`config.mk`:
```
export PLATFORM = sky130hd
export DESIGN_NAME = nbu_uart
export DESIGN_NICKNAME = d
export VERILOG_FILES = /design/src/verilog/nbu_pkg.sv /design/src/verilog/nbu_uart.sv /design/src/verilog/nbu_baud_gen.sv
export SDC_FILE = /design/constraint.sdc
export NUM_CORES = 1
export LEC_CHECK = 0
export ABC_AREA = 0
export BUFFER_PORTS_ARGS = -buffer_cell sky130_fd_sc_hd__buf_2
export CELL_PAD_IN_SITES_DETAIL_PLACEMENT = 0
export CELL_PAD_IN_SITES_GLOBAL_PLACEMENT = 1
export CORE_ASPECT_RATIO = 1.5
export CORE_UTILIZATION = 45
export CTS_CLUSTER_DIAMETER = 150
export DETAILED_ROUTE_END_ITERATION = 12
export MAX_ROUTING_LAYER = met4
export PLACE_DENSITY_LB_ADDON = 0.12
export SLEW_MARGIN = 15
export SYNTH_ARGS = -nofsm -noshare
export SYNTH_HDL_FRONTEND = slang
export SYNTH_SLANG_ARGS = --single-unit
```
`constraint.sdc`:
```
create_clock -name ref_clk -period 9.6 [get_ports ref_clk]
set_input_delay 1.44 -clock ref_clk [delete_from_list [all_inputs] [get_ports ref_clk]]
set_output_delay 1.44 -clock ref_clk [all_outputs]
set_load 0.05 [all_outputs]
```
`src/verilog/nbu_pkg.sv`:
```
// Constants, register map and state encodings of the nine-bit wake-up UART.
// Assumes a single 200 MHz core clock.
package nbu_pkg;
  localparam int unsigned CLK_HZ = 200_000_000;
  localparam int unsigned BAUD_MAX_HZ = 128_000;
  localparam int unsigned BAUD_MIN_HZ = 8;
  localparam logic [3:0] DIV_SEL_MAX = 4'he;
  localparam int unsigned ACC_W = 28;
  localparam logic [3:0] TICK_LAST = 4'hf;
  localparam logic [3:0] TICK_MID = 4'h7;
  localparam logic [3:0] LAST_BIT8 = 4'h7;
  localparam logic [3:0] LAST_BIT9 = 4'h8;
  // Register indices; byte address is four times the index
  localparam logic [9:0] IDX_CTRL = 10'h120;
  localparam logic [9:0] IDX_ICS = 10'h122;
  localparam logic [9:0] IDX_RXB = 10'h124;
  localparam logic [9:0] IDX_TXB = 10'h126;
  localparam logic [9:0] IDX_RCS = 10'h128;
  localparam logic [9:0] IDX_DIV = 10'h12a;
  localparam logic [9:0] IDX_ISTS = 10'h12c;
  localparam logic [9:0] IDX_IMASK = 10'h12e;
  // Control/status fields
  localparam int CTL_TX_EMPTY = 0;
  localparam int CTL_RX_FULL = 1;
  localparam int CTL_XBIT9 = 2;
  localparam int CTL_NINE = 3;
  localparam int CTL_TX_BUSY = 4;
  // Interrupt and clock select fields
  localparam int ICS_W = 6;
  localparam int ICS_STOP2 = 0;
  localparam int ICS_TX_EXT = 1;
  localparam int ICS_RX_EXT = 2;
  localparam int ICS_TX_IE = 3;
  localparam int ICS_RX_IE = 4;
  localparam int ICS_TIMER = 5;
  // Receive control/status fields
  localparam int RCS_FRAME = 0;
  localparam int RCS_OVERRUN = 1;
  localparam int RCS_RBIT9 = 2;
  localparam int RCS_ATTN = 3;
  // Sticky interrupt status fields
  localparam int IRQ_W = 4;
  localparam int IRQ_TX = 0;
  localparam int IRQ_RX = 1;
  localparam int IRQ_WAKE = 2;
  localparam int IRQ_ERR = 3;
  localparam logic [3:0] DIV_RST = 4'h0;
  localparam logic [5:0] ICS_RST = 6'h00;
  localparam logic [3:0] IMASK_RST = 4'h0;

  typedef enum logic [2:0] {
    NBU_TX_IDLE = 3'b000,
    NBU_TX_START = 3'b001,
    NBU_TX_DATA = 3'b010,
    NBU_TX_STOP1 = 3'b011,
    NBU_TX_STOP2 = 3'b100
  } nbu_tx_state_t;

  typedef enum logic [1:0] {
    NBU_RX_IDLE = 2'b00,
    NBU_RX_START = 2'b01,
    NBU_RX_DATA = 2'b10,
    NBU_RX_STOP = 2'b11
  } nbu_rx_state_t;
endpackage : nbu_pkg

```
`src/verilog/nbu_uart.sv`:
```
// Nine-bit UART with address wake-up, Avalon-MM register slave and interrupts.
// Assumes serial_rx, ext_baud_clock_pin and shared_ext_irq_input_n are asynchronous pins;
// cascade_timer_three is a one-cycle underflow pulse on ref_clk.
`timescale 1ns/1ps
`default_nettype none
module nbu_uart (
  input wire logic ref_clk,
  input wire logic arst_n,
  input wire logic [9:0] avs_address,
  input wire logic avs_read,
  input wire logic avs_write,
  input wire logic [31:0] avs_writedata,
  output logic [31:0] avs_readdata,
  output logic avs_waitrequest,
  input wire logic serial_rx,
  output logic serial_tx,
  input wire logic ext_baud_clock_pin,
  input wire logic cascade_timer_three,
  input wire logic shared_ext_irq_input_n,
  output logic irq,
  output logic vector_irq
);
  typedef struct packed {
    logic ack;
    logic [31:0] rdata;
    logic nine;
    logic xbit9;
    logic [7:0] tx_buf;
    logic tx_full;
    logic [5:0] ics;
    logic [3:0] div;
    logic [7:0] rx_buf;
    logic rx_full;
    logic rbit9;
    logic attn;
    logic ferr;
    logic oerr;
    logic [3:0] ists;
    logic [3:0] imask;
    nbu_pkg::nbu_tx_state_t tx_st;
    logic [3:0] tx_cnt;
    logic [3:0] tx_bit;
    logic [8:0] tx_sh;
    logic tx_line;
    nbu_pkg::nbu_rx_state_t rx_st;
    logic [3:0] rx_cnt;
    logic [3:0] rx_bit;
    logic [8:0] rx_sh;
    logic rx1;
    logic rx2;
    logic ck1;
    logic ck2;
    logic ck3;
    logic xi1;
    logic xi2;
    logic irq;
    logic vec;
  } nbu_state_t;

  function automatic logic [3:0] nbu_last_bit(input logic nine);
    nbu_last_bit = nine ? nbu_pkg::LAST_BIT9 : nbu_pkg::LAST_BIT8;
  endfunction : nbu_last_bit

  function automatic logic [8:0] nbu_rx_word(input logic [8:0] sh, input logic nine);
    nbu_rx_word = nine ? sh : {1'b0, sh[8:1]};
  endfunction : nbu_rx_word

  function automatic logic [31:0] nbu_reg_read(input nbu_state_t st, input logic [9:0] a);
    case (a)
      nbu_pkg::IDX_CTRL: nbu_reg_read = {27'h000_0000, st.tx_st != nbu_pkg::NBU_TX_IDLE,
                                         st.nine, st.xbit9, st.rx_full, !st.tx_full};
      nbu_pkg::IDX_ICS: nbu_reg_read = {26'h000_0000, st.ics};
      nbu_pkg::IDX_RXB: nbu_reg_read = {24'h00_0000, st.rx_buf};
      nbu_pkg::IDX_TXB: nbu_reg_read = {24'h00_0000, st.tx_buf};
      nbu_pkg::IDX_RCS: nbu_reg_read = {28'h000_0000, st.attn, st.rbit9, st.oerr, st.ferr};
      nbu_pkg::IDX_DIV: nbu_reg_read = {28'h000_0000, st.div};
      nbu_pkg::IDX_ISTS: nbu_reg_read = {28'h000_0000, st.ists};
      nbu_pkg::IDX_IMASK: nbu_reg_read = {28'h000_0000, st.imask};
      default: nbu_reg_read = 32'h0000_0000;
    endcase
  endfunction : nbu_reg_read

  logic [1:0] rst_sync;
  logic rst_n;
  nbu_state_t s;
  nbu_state_t next_s;
  logic tx_tick;
  logic rx_tick;
  logic ext_rise;
  logic req;
  logic done_wr;
  logic done_rd;
  logic rx_done;
  logic [8:0] rx_word;
  logic rx_keep;
  logic uart_req;

  // Reset release
  always_ff @(posedge ref_clk or negedge arst_n) begin
    if (!arst_n) begin
      rst_sync <= 2'b00;
    end else begin
      rst_sync <= {rst_sync[0], 1'b1};
    end
  end
  assign rst_n = rst_sync[1];

  assign ext_rise = s.ck2 && !s.ck3;

  nbu_baud_gen u_tx_baud (
    .ref_clk(ref_clk),
    .rst_n(rst_n),
    .div_sel(s.div),
    .use_timer(s.ics[nbu_pkg::ICS_TIMER]),
    .timer_underflow(cascade_timer_three),
    .use_ext(s.ics[nbu_pkg::ICS_TX_EXT]),
    .ext_rise(ext_rise),
    .tick(tx_tick)
  );

  nbu_baud_gen u_rx_baud (
    .ref_clk(ref_clk),
    .rst_n(rst_n),
    .div_sel(s.div),
    .use_timer(s.ics[nbu_pkg::ICS_TIMER]),
    .timer_underflow(cascade_timer_three),
    .use_ext(s.ics[nbu_pkg::ICS_RX_EXT]),
    .ext_rise(ext_rise),
    .tick(rx_tick)
  );

  assign req = avs_read || avs_write;
  assign done_wr = s.ack && avs_write;
  assign done_rd = s.ack && avs_read;
  assign rx_done = (s.rx_st == nbu_pkg::NBU_RX_STOP) && rx_tick && (s.rx_cnt == nbu_pkg::TICK_LAST);
  assign rx_word = nbu_rx_word(s.rx_sh, s.nine);
  assign rx_keep = !s.attn || rx_word[8];
  assign uart_req = (s.ics[nbu_pkg::ICS_TX_IE] && !s.tx_full)
                 || (s.ics[nbu_pkg::ICS_RX_IE] && s.rx_full);

  always_comb begin
    next_s = s;
    // Synchronisers
    next_s.rx1 = serial_rx;
    next_s.rx2 = s.rx1;
    next_s.ck1 = ext_baud_clock_pin;
    next_s.ck2 = s.ck1;
    next_s.ck3 = s.ck2;
    next_s.xi1 = shared_ext_irq_input_n;
    next_s.xi2 = s.xi1;
    // Bus slave, one wait state
    next_s.ack = req && !s.ack;
    if (req && !s.ack && avs_read) begin
      next_s.rdata = nbu_reg_read(s, avs_address);
    end
    if (done_rd && avs_address == nbu_pkg::IDX_RXB) begin
      next_s.rx_full = 1'b0;
    end
    if (done_wr) begin
      case (avs_address)
        nbu_pkg::IDX_CTRL: begin
          next_s.xbit9 = avs_writedata[nbu_pkg::CTL_XBIT9];
          next_s.nine = avs_writedata[nbu_pkg::CTL_NINE];
        end
        nbu_pkg::IDX_ICS: next_s.ics = avs_writedata[nbu_pkg::ICS_W-1:0];
        nbu_pkg::IDX_RCS: begin
          next_s.attn = avs_writedata[nbu_pkg::RCS_ATTN];
          if (avs_writedata[nbu_pkg::RCS_FRAME]) next_s.ferr = 1'b0;
          if (avs_writedata[nbu_pkg::RCS_OVERRUN]) next_s.oerr = 1'b0;
        end
        nbu_pkg::IDX_DIV: next_s.div = avs_writedata[3:0];
        nbu_pkg::IDX_ISTS: next_s.ists = s.ists & ~avs_writedata[nbu_pkg::IRQ_W-1:0];
        nbu_pkg::IDX_IMASK: next_s.imask = avs_writedata[nbu_pkg::IRQ_W-1:0];
        default: next_s.ack = 1'b0;
      endcase
    end
    // Transmitter
    if (tx_tick && s.tx_st != nbu_pkg::NBU_TX_IDLE) begin
      next_s.tx_cnt = s.tx_cnt + 4'h1;
    end
    case (s.tx_st)
      nbu_pkg::NBU_TX_IDLE: begin
        if (s.tx_full) begin
          next_s.tx_sh = {s.xbit9, s.tx_buf};
          next_s.tx_full = 1'b0;
          next_s.tx_line = 1'b0;
          next_s.tx_cnt = 4'h0;
          next_s.tx_bit = 4'h0;
          next_s.tx_st = nbu_pkg::NBU_TX_START;
          next_s.ists[nbu_pkg::IRQ_TX] = 1'b1;
        end
      end
      nbu_pkg::NBU_TX_START: begin
        if (tx_tick && s.tx_cnt == nbu_pkg::TICK_LAST) begin
          next_s.tx_line = s.tx_sh[0];
          next_s.tx_st = nbu_pkg::NBU_TX_DATA;
        end
      end
      nbu_pkg::NBU_TX_DATA: begin
        if (tx_tick && s.tx_cnt == nbu_pkg::TICK_LAST) begin
          if (s.tx_bit == nbu_last_bit(s.nine)) begin
            next_s.tx_line = 1'b1;
            next_s.tx_st = nbu_pkg::NBU_TX_STOP1;
          end else begin
            next_s.tx_sh = {1'b0, s.tx_sh[8:1]};
            next_s.tx_line = s.tx_sh[1];
            next_s.tx_bit = s.tx_bit + 4'h1;
          end
        end
      end
      nbu_pkg::NBU_TX_STOP1: begin
        if (tx_tick && s.tx_cnt == nbu_pkg::TICK_LAST) begin
          next_s.tx_st = s.ics[nbu_pkg::ICS_STOP2] ? nbu_pkg::NBU_TX_STOP2
                                                   : nbu_pkg::NBU_TX_IDLE;
        end
      end
      nbu_pkg::NBU_TX_STOP2: begin
        if (tx_tick && s.tx_cnt == nbu_pkg::TICK_LAST) begin
          next_s.tx_st = nbu_pkg::NBU_TX_IDLE;
        end
      end
      default: next_s.tx_st = nbu_pkg::NBU_TX_IDLE;
    endcase
    if (done_wr && avs_address == nbu_pkg::IDX_TXB) begin
      next_s.tx_buf = avs_writedata[7:0];
      next_s.tx_full = 1'b1;
    end
    // Receiver
    if (rx_tick && s.rx_st != nbu_pkg::NBU_RX_IDLE) begin
      next_s.rx_cnt = s.rx_cnt + 4'h1;
    end
    case (s.rx_st)
      nbu_pkg::NBU_RX_IDLE: begin
        if (!s.rx2) begin
          next_s.rx_cnt = 4'h0;
          next_s.rx_bit = 4'h0;
          next_s.rx_st = nbu_pkg::NBU_RX_START;
        end
      end
      nbu_pkg::NBU_RX_START: begin
        if (rx_tick && s.rx_cnt == nbu_pkg::TICK_MID) begin
          next_s.rx_cnt = 4'h0;
          next_s.rx_st = s.rx2 ? nbu_pkg::NBU_RX_IDLE : nbu_pkg::NBU_RX_DATA;
        end
      end
      nbu_pkg::NBU_RX_DATA: begin
        if (rx_tick && s.rx_cnt == nbu_pkg::TICK_LAST) begin
          next_s.rx_sh = {s.rx2, s.rx_sh[8:1]};
          next_s.rx_bit = s.rx_bit + 4'h1;
          if (s.rx_bit == nbu_last_bit(s.nine)) begin
            next_s.rx_st = nbu_pkg::NBU_RX_STOP;
          end
        end
      end
      nbu_pkg::NBU_RX_STOP: begin
        if (rx_done) begin
          next_s.rx_st = nbu_pkg::NBU_RX_IDLE;
          if (!s.rx2) begin
            next_s.ferr = 1'b1;
            next_s.ists[nbu_pkg::IRQ_ERR] = 1'b1;
          end
          if (rx_keep) begin
            if (next_s.rx_full) begin
              next_s.oerr = 1'b1;
              next_s.ists[nbu_pkg::IRQ_ERR] = 1'b1;
            end
            next_s.rx_buf = rx_word[7:0];
            next_s.rbit9 = rx_word[8];
            next_s.rx_full = 1'b1;
            next_s.ists[nbu_pkg::IRQ_RX] = 1'b1;
            if (s.attn) next_s.ists[nbu_pkg::IRQ_WAKE] = 1'b1;
          end
        end
      end
      default: next_s.rx_st = nbu_pkg::NBU_RX_IDLE;
    endcase
    next_s.irq = |(next_s.ists & next_s.imask);
    next_s.vec = (s.ics[nbu_pkg::ICS_TX_IE] || s.ics[nbu_pkg::ICS_RX_IE]) ? uart_req
                                                                          : !s.xi2;
  end

  always_ff @(posedge ref_clk or negedge rst_n) begin
    if (!rst_n) begin
      s <= '0;
      s.tx_line <= 1'b1;
      s.rx1 <= 1'b1;
      s.rx2 <= 1'b1;
      s.xi1 <= 1'b1;
      s.xi2 <= 1'b1;
      s.ics <= nbu_pkg::ICS_RST;
      s.div <= nbu_pkg::DIV_RST;
      s.imask <= nbu_pkg::IMASK_RST;
    end else begin
      s <= next_s;
    end
  end

  assign avs_readdata = s.rdata;
  assign avs_waitrequest = req && !s.ack;
  assign serial_tx = s.tx_line;
  assign irq = s.irq;
  assign vector_irq = s.vec;
endmodule : nbu_uart
`default_nettype wire

```
`src/verilog/nbu_baud_gen.sv`:
```
// Oversampling baud tick for one direction of the UART.
// Assumes ext_rise and timer_underflow are one-cycle pulses on ref_clk.
`timescale 1ns/1ps
`default_nettype none
module nbu_baud_gen (
  input wire logic ref_clk,
  input wire logic rst_n,
  input wire logic [3:0] div_sel,
  input wire logic use_timer,
  input wire logic timer_underflow,
  input wire logic use_ext,
  input wire logic ext_rise,
  output logic tick
);
  typedef struct packed {
    logic [nbu_pkg::ACC_W-1:0] acc;
    logic tick;
  } nbu_bg_state_t;

  nbu_bg_state_t s;
  nbu_bg_state_t next_s;
  logic [3:0] sel;
  logic [nbu_pkg::ACC_W-1:0] rate;
  logic [nbu_pkg::ACC_W-1:0] sum;

  always_comb begin
    next_s = s;
    next_s.tick = 1'b0;
    sel = (div_sel > nbu_pkg::DIV_SEL_MAX) ? nbu_pkg::DIV_SEL_MAX : div_sel;
    rate = nbu_pkg::ACC_W'(nbu_pkg::BAUD_MAX_HZ >> sel);
    sum = s.acc + rate;
    if (use_ext) begin
      next_s.tick = ext_rise;
    end else if (use_timer) begin
      next_s.tick = timer_underflow;
    end else if (sum >= nbu_pkg::ACC_W'(nbu_pkg::CLK_HZ)) begin
      next_s.acc = sum - nbu_pkg::ACC_W'(nbu_pkg::CLK_HZ);
      next_s.tick = 1'b1;
    end else begin
      next_s.acc = sum;
    end
  end

  always_ff @(posedge ref_clk or negedge rst_n) begin
    if (!rst_n) begin
      s <= '0;
    end else begin
      s <= next_s;
    end
  end

  assign tick = s.tick;
endmodule : nbu_baud_gen
`default_nettype wire

```
== Word level (Yosys, flattened, before mapping) ==
Cells that the tools add are included.

* Register bits: 184
* Latch bits: 0
* Bits of input ports: 50
* RAM bits: 0
* Memories: 0
* Logic and storage cells: 200
* Memory bits (read-only): 0
* Output and inout bits: 36

* Shifts and indexed selects: 1
* $add $sub $neg: 8
* Multiplexer cells: 63
* Bitwise logic cells: 6
* Divide/modulo/power cells: 0
* Magnitude comparators: 3
* $mul: 0
* Equal/unequal tests: 32
* Reduce and logical (&&, ||, !) cells: 48

{| class="wikitable"
|+ Operator list
! kind !! number
|-
| $eq 10x9->1 const B || 8
|-
| $pmux 8 s8 || 1
|-
| $add 28x28->28 || 2
|-
| $ge 28x28->1 const B || 2
|-
| $mux 28 || 2
|-
| $sub 28x28->28 const B || 2
|-
| $mux 4 || 8
|-
| $shr 17x4->28 const A || 1
|-
| $mux 13 || 2
|-
| $pmux 13 s2 || 1
|-
| $ne 2x2->1 const B || 12
|-
| $mux 1 || 21
|-
| $mux 21 || 1
|-
| $mux 10 || 2
|-
| $mux 2 || 9
|-
| $mux 3 || 6
|-
| $add 4x1->4 const B || 4
|-
| $logic_and 1x1->1 || 16
|-
| $pmux 4 s2 || 2
|-
| $pmux 3 s5 || 1
|-
| $mux 14 || 1
|-
| $reduce_and 2->1 || 7
|-
| $mux 5 || 2
|-
| $mux 9 || 1
|-
| 27 further kinds || 47
|}

== Depth between registers and ports, before layout ==
* Depth in word-level cells: 11
* Mapped depth: 20
* Mapped depth without buffers: 17

== Hierarchy ==
Synthesis repeated with hierarchy kept, for this count alone.

* Cells, all modules: 1236
* Area, all modules: 11472.3 sq um

{| class="wikitable"
|+ By module, submodules not included
! module !! area each (sq um) !! cells an instance !! seq. area each (sq um) !! times used
|-
| nbu_uart || 5092.4 || 470 || 2558.7 || 1
|-
| nbu_baud_gen at u_rx_baud || 3195.6 || 383 || 725.7 || 1
|-
| nbu_baud_gen at u_tx_baud || 3184.3 || 383 || 725.7 || 1
|}

== Worst setup path after synthesis ==
Ideal clock, no wire load.

* Path kind: flip-flop to flip-flop
* Start: reg s[73] (netlist name)
* End: reg u_rx_baud.s[11] (netlist name)
* Library setup time: 76 ps
* Arrival time: 4337 ps
* Path slack: 5187 ps
* Clock period less this slack: 4413 ps
* Required time: 9524 ps
* Stages on the path, launching flop included: 18
* Path buffers: 3
* Path through: dfrtp_1 clkbuf_1 clkbuf_1 buf_1 o22ai_1 ha_1 nand4_1 o21ai_0 a221o_1 or2_2 a31oi_1 o21ai_1 nand4_1 xor2_1 a31oi_4 o21ai_1 mux2_1 o21ai_1

* Cells in the longest elaborated chain, start to end: 6
* Elaborated cells on any way between the ends: 7
* Those cells by class: add/sub: 2; order compare: 2; shift: 1; mux: 2

{| class="wikitable"
|+ Ends and longest elaborated chain
! element !! line !! RTL
|-
| start, declared || nbu_uart.sv:85 || <nowiki>nbu_state_t s;</nowiki>
|-
| start signal, assigned || nbu_uart.sv:294 || <nowiki>s <= next_s;</nowiki>
|-
| $gt 4x4->1 || nbu_baud_gen.sv:29 || <nowiki>sel = (div_sel > nbu_pkg::DIV_SEL_MAX) ? nbu_pkg::DIV_SEL_MAX : div_sel;</nowiki>
|-
| $mux 4 * || nbu_baud_gen.sv:29 ||
|-
| $shr 17x4->28 * || nbu_baud_gen.sv:30 || <nowiki>rate = nbu_pkg::ACC_W'(nbu_pkg::BAUD_MAX_HZ >> sel);</nowiki>
|-
| $add 28x28->28 * || nbu_baud_gen.sv:31 || <nowiki>sum = s.acc + rate;</nowiki>
|-
| $sub 28x28->28 or $ge 28x28->1 (tied branches) || nbu_baud_gen.sv:37, nbu_baud_gen.sv:36 ||
|-
| $mux 28 * || nbu_baud_gen.sv:36 || <nowiki>end else if (sum >= nbu_pkg::ACC_W'(nbu_pkg::CLK_HZ)) begin</nowiki>
|-
| end signal, assigned || nbu_baud_gen.sv:48 || <nowiki>s <= next_s;</nowiki>
|-
| end, declared || nbu_baud_gen.sv:20 || <nowiki>nbu_bg_state_t s;</nowiki>
|}

Mark *: on every way between the ends. The rest lies on a longest branch, timed or not.
A chain may end at the register's enable or synchronous reset.

==> flow_summary_export.csv <==
group,metric,value,unit
placement,hpwl,19.2,mm
grt,grt_pass1_vias,8493,
critical_path,path_cells,"nand2b_1 -> o32ai_1 -> ha_1 -> and3_1 -> a221o_1 -> or2_2 -> a31oi_1 -> o21ai_1 -> a211oi_1 -> o21ai_0 -> a31oi_4 -> o21ai_1 -> o21a_1 -> a21oi_1",
logic_synthesis,post-synth-top-count-cell,"dfrtp_1",
critical_path,critical_path.max_stage_delay,0.94,ns
logic_synthesis,synth_async_sr_flop_share,1.00,
final_layout,final-instance-count-excl-fill,1518,
power,clock_power_share,0.311,
floorplanning,num_rows,68,
power,switch_share,0.374,
logic_synthesis,ys_seq_elements,160,
grt,global_route_wire_length_before_repair,42.8,mm
critical_path,critical_path_buf_inv_count,0,
placement,preCtsSetupSlack,3.76,ns
drt,route.detailed.wl_per_inst,17.1,microns
final_layout,area.growth.synth_to_final,8.21,%
drt,route.detailed.drc,0,
critical_path,critical_path_class,"flop to flop",
power,peakVddDrop,0.127,mV
cts,cts_inserted_buffers,17,
cts,clock-root-buffer,"clkbuf_16",
timing,final.hold.worst_slack,0.328,ns
power,switchingPower,824,uW
timing,final_min_period_over_clock_period,0.601,
cts,tritoncts,"done",
drt,vias_per_instance,5.59,
floorplanning,top_level_ports,86,
grt,grt_max_degree,73,
drt,met2WireLength,13.7,mm
power,p_comb_frac,0.322,
cts,cts-root-to-sink-buffers,2,
logic_synthesis,post_synth_inst_count,1188,
cts,cts_hold_buf,0,
drt,met1Wirelength,10.7,mm
logic_synthesis,seq_area_frac_synth,0.378,
placement,finalWeightedCongestion,0.809,
critical_path,timing.rr.end,"u_rx_baud.tick",
logic_synthesis,synth.top_cell.area_share,0.366,
drt,wl_met3,561,microns
final_layout,postLayoutCellArea,0.0115,sq mm
floorplanning,dieArea,0.0242,sq mm
final_layout,nNetsFinal,1280,
cts,cts_max_level,4,
grt,antenna_found_initial,1,
outcome,status,"finished clean",
timing,report.final.hold_viol_count,0,
floorplanning,die_height,190,microns
critical_path,critPathArrivalTime,6.08,ns
placement,postPlaceCellArea,0.0109,sq mm
cts,cts_resized,0,
logic_synthesis,synth_unique_cells,82,
final_layout,layout-drive-gt1-share,0.123,
timing,tightestPinTransition,1.12,ns
critical_path,critical_path.top_delay_family,"compound AO/OA/AOI/OAI gates",
timing,final_slew_violations,0,
drt,top_signal_layer_used,"met4",
logic_synthesis,ys_dominant_reg_cell,"dfrtp_1",
timing,slew_headroom,0.246,
floorplanning,starting_density,0.460,
drt,route.vias.total,8484,
critical_path,timing.critical_path.from_type,"flop",
cts,cts.sink_count,160,
cts,clkLatencyLatePin,0.44,ns
floorplanning,core-area,0.0231,sq mm
final_layout,insertedDiodeCount,0,
timing,rsz0062_at_grt,"no",
logic_synthesis,netlist.top_cell.by_area,"dfrtp_1",
timing,final.setup_skew,0.0123,ns
timing,clock.fmax,173,MHz
critical_path,timing.reg2reg.setup_slack,3.83,ns
drt,drt_first_iter_violations,398,
logic_synthesis,synth.avg_cell_area,8.92,sq um
placement,port_buffers,37,
power,p_int,1.38,mW
timing,final-setup-viol-count,0,
timing,layout_min_cycle_time,5.77,ns
logic_synthesis,netlist_area,0.0106,sq mm
grt,grt_util_all_layers,0.233,
grt,grt_overflow_total,0,
timing,smallest_setup_slack_after_layout,3.83,ns
drt,drtPass1Iterations,5,
critical_path,crit_path_top_delay_cell,"dfrtp_1",
logic_synthesis,netlist_top_cells_area,"dfrtp_1 37%, nand2_1 5.1%, ha_1 4.5%",
job,timing.max_cap.violations,0,
critical_path,timing.critical_path.required,9.91,ns
power,power_density,192,mW/mm^2
hold_path,timing.hold.worst.class,"flop to asynchronous set/reset pin",
cts,clk_transition_reported_paths,0.08,ns
timing,tns,0,ns
critical_path,type_of_element_capturing_the_critical_path,"flop",
placement,instance_count_after_placement_with_tap_cells_included,1486,
logic_synthesis,synth.yosys.warnings,0,
power,power.share.sequential,0.367,
critical_path,timing.rr.start,"s[73]",
drt,drt.antenna.violating_nets,0,
logic_synthesis,synth_commonest_cells,"155 x dfrtp_1, 143 x nand2_1, 89 x o21ai_0",
logic_synthesis,synth_edf_count,0,
drt,route.final.wire_length,25.9,mm
power,p_leak,5.14,nW
cts,postCtsSetupRepairBufs,0,
floorplanning,chipWidth,127,microns
critical_path,worst_r2r_path_depth,14,
critical_path,path_max_fanout,29,
critical_path,crit_path_frequent_cell,"o21ai_1",
==> power groups by stage <==
stage / Combinational, mW / Clock [mW] / Sequential [mW]
floorplan: 0.574 / 0 / 0.806
global placement: 0.702 / 0 / 0.822
detailed placement: 0.712 / 0 / 0.824
CTS: 0.714 / 0.705 / 0.812
global route: 0.803 / 0.729 / 0.821
finish: 0.709 / 0.686 / 0.810
==> state kept, by name (all words and copies together), names as in the netlist, named ones only <==
name / flops
u_rx_baud.s: 28
s: 84
u_tx_baud.s: 28
irq: 1
serial_tx: 1
u_rx_baud.tick: 1
avs_readdata: 8
vector_irq: 1
u_tx_baud.tick: 1
next_s: 4
rst_sync: 2
==> cells in the final DEF (no fill, tap or decap), drive strengths merged, types with 25 or more instances in the layout <==
master,count
dfrtp,155
nand2,143
o21ai,110
nor2,77
a21oi,73
xnor2,55
inv,46
buf,43
ha,38
mux2,35
nand3,30
nor3,30
xor2,26
conb,25
==> area by class of cell <==
type,count,area [sq um]
repair buffers,43,230
clock inverters,15,161
inverters,37,139
flip-flops and latches,160,4010
clock buffers,17,425
well taps,315,394
fillers,2197,11600
multi-input cells,931,6100
==> through the flow <==
| stage | utilization | power, mW |
|---|---|---|
| floorplan | - | 1.38 |
| global placement | 0.472 | 1.52 |
| detailed placement | 0.472 | 1.54 |
| CTS | 0.497 | 2.23 |
| global route | 0.497 | 2.35 |
| finish | 0.497 | 2.21 |
==> worst reg2reg max path: cells and delay by family, from the launching register on <==
family / cells / cell delay [ns]
fa+ha+maj: 1 / 0.42
compound gates: 10 / 3.57
flops: 1 / 0.94
simple gates: 3 / 0.70
==> routing by layer <==
metal / vias to the layer above / GRT usage
li1: 4229 / -
met1: 4061 / 0.252
met2: 139 / 0.421
met3: 55 / 0.0298
met4: 0 / 0.105
met5: - / -
==> how the worst max path moves through the flow <==
| stage | from | endpoint | slack (ns) | depth (start not counted) |
|---|---|---|---|---|
| after floorplan | rst_sync[1] | asynchronous set/reset pin | 4.82 | 0 |
| after global routing | s[73] | u_tx_baud.s[20] | 3.44 | 14 |
| after detailed placement | s[73] | u_rx_baud.tick | 3.76 | 14 |
| after CTS | s[73] | u_rx_baud.tick | 3.73 | 14 |
| final | s[73] | u_rx_baud.tick | 3.83 | 14 |
| after global placement | s[73] | u_rx_baud.tick | 3.78 | 14 |
==> cell families after synthesis <==
family / synth area share
and+or+nand+nor: 0.179
AOI/OAI and AO/OA: 0.198
DFF: 0.378
buffers and inverters: 0.0543
xor gates and xnor gates: 0.0677
muxes: 0.0707
adders and majority gates: 0.0505
other: 0.000709
Power figures use the tool's default switching activity.
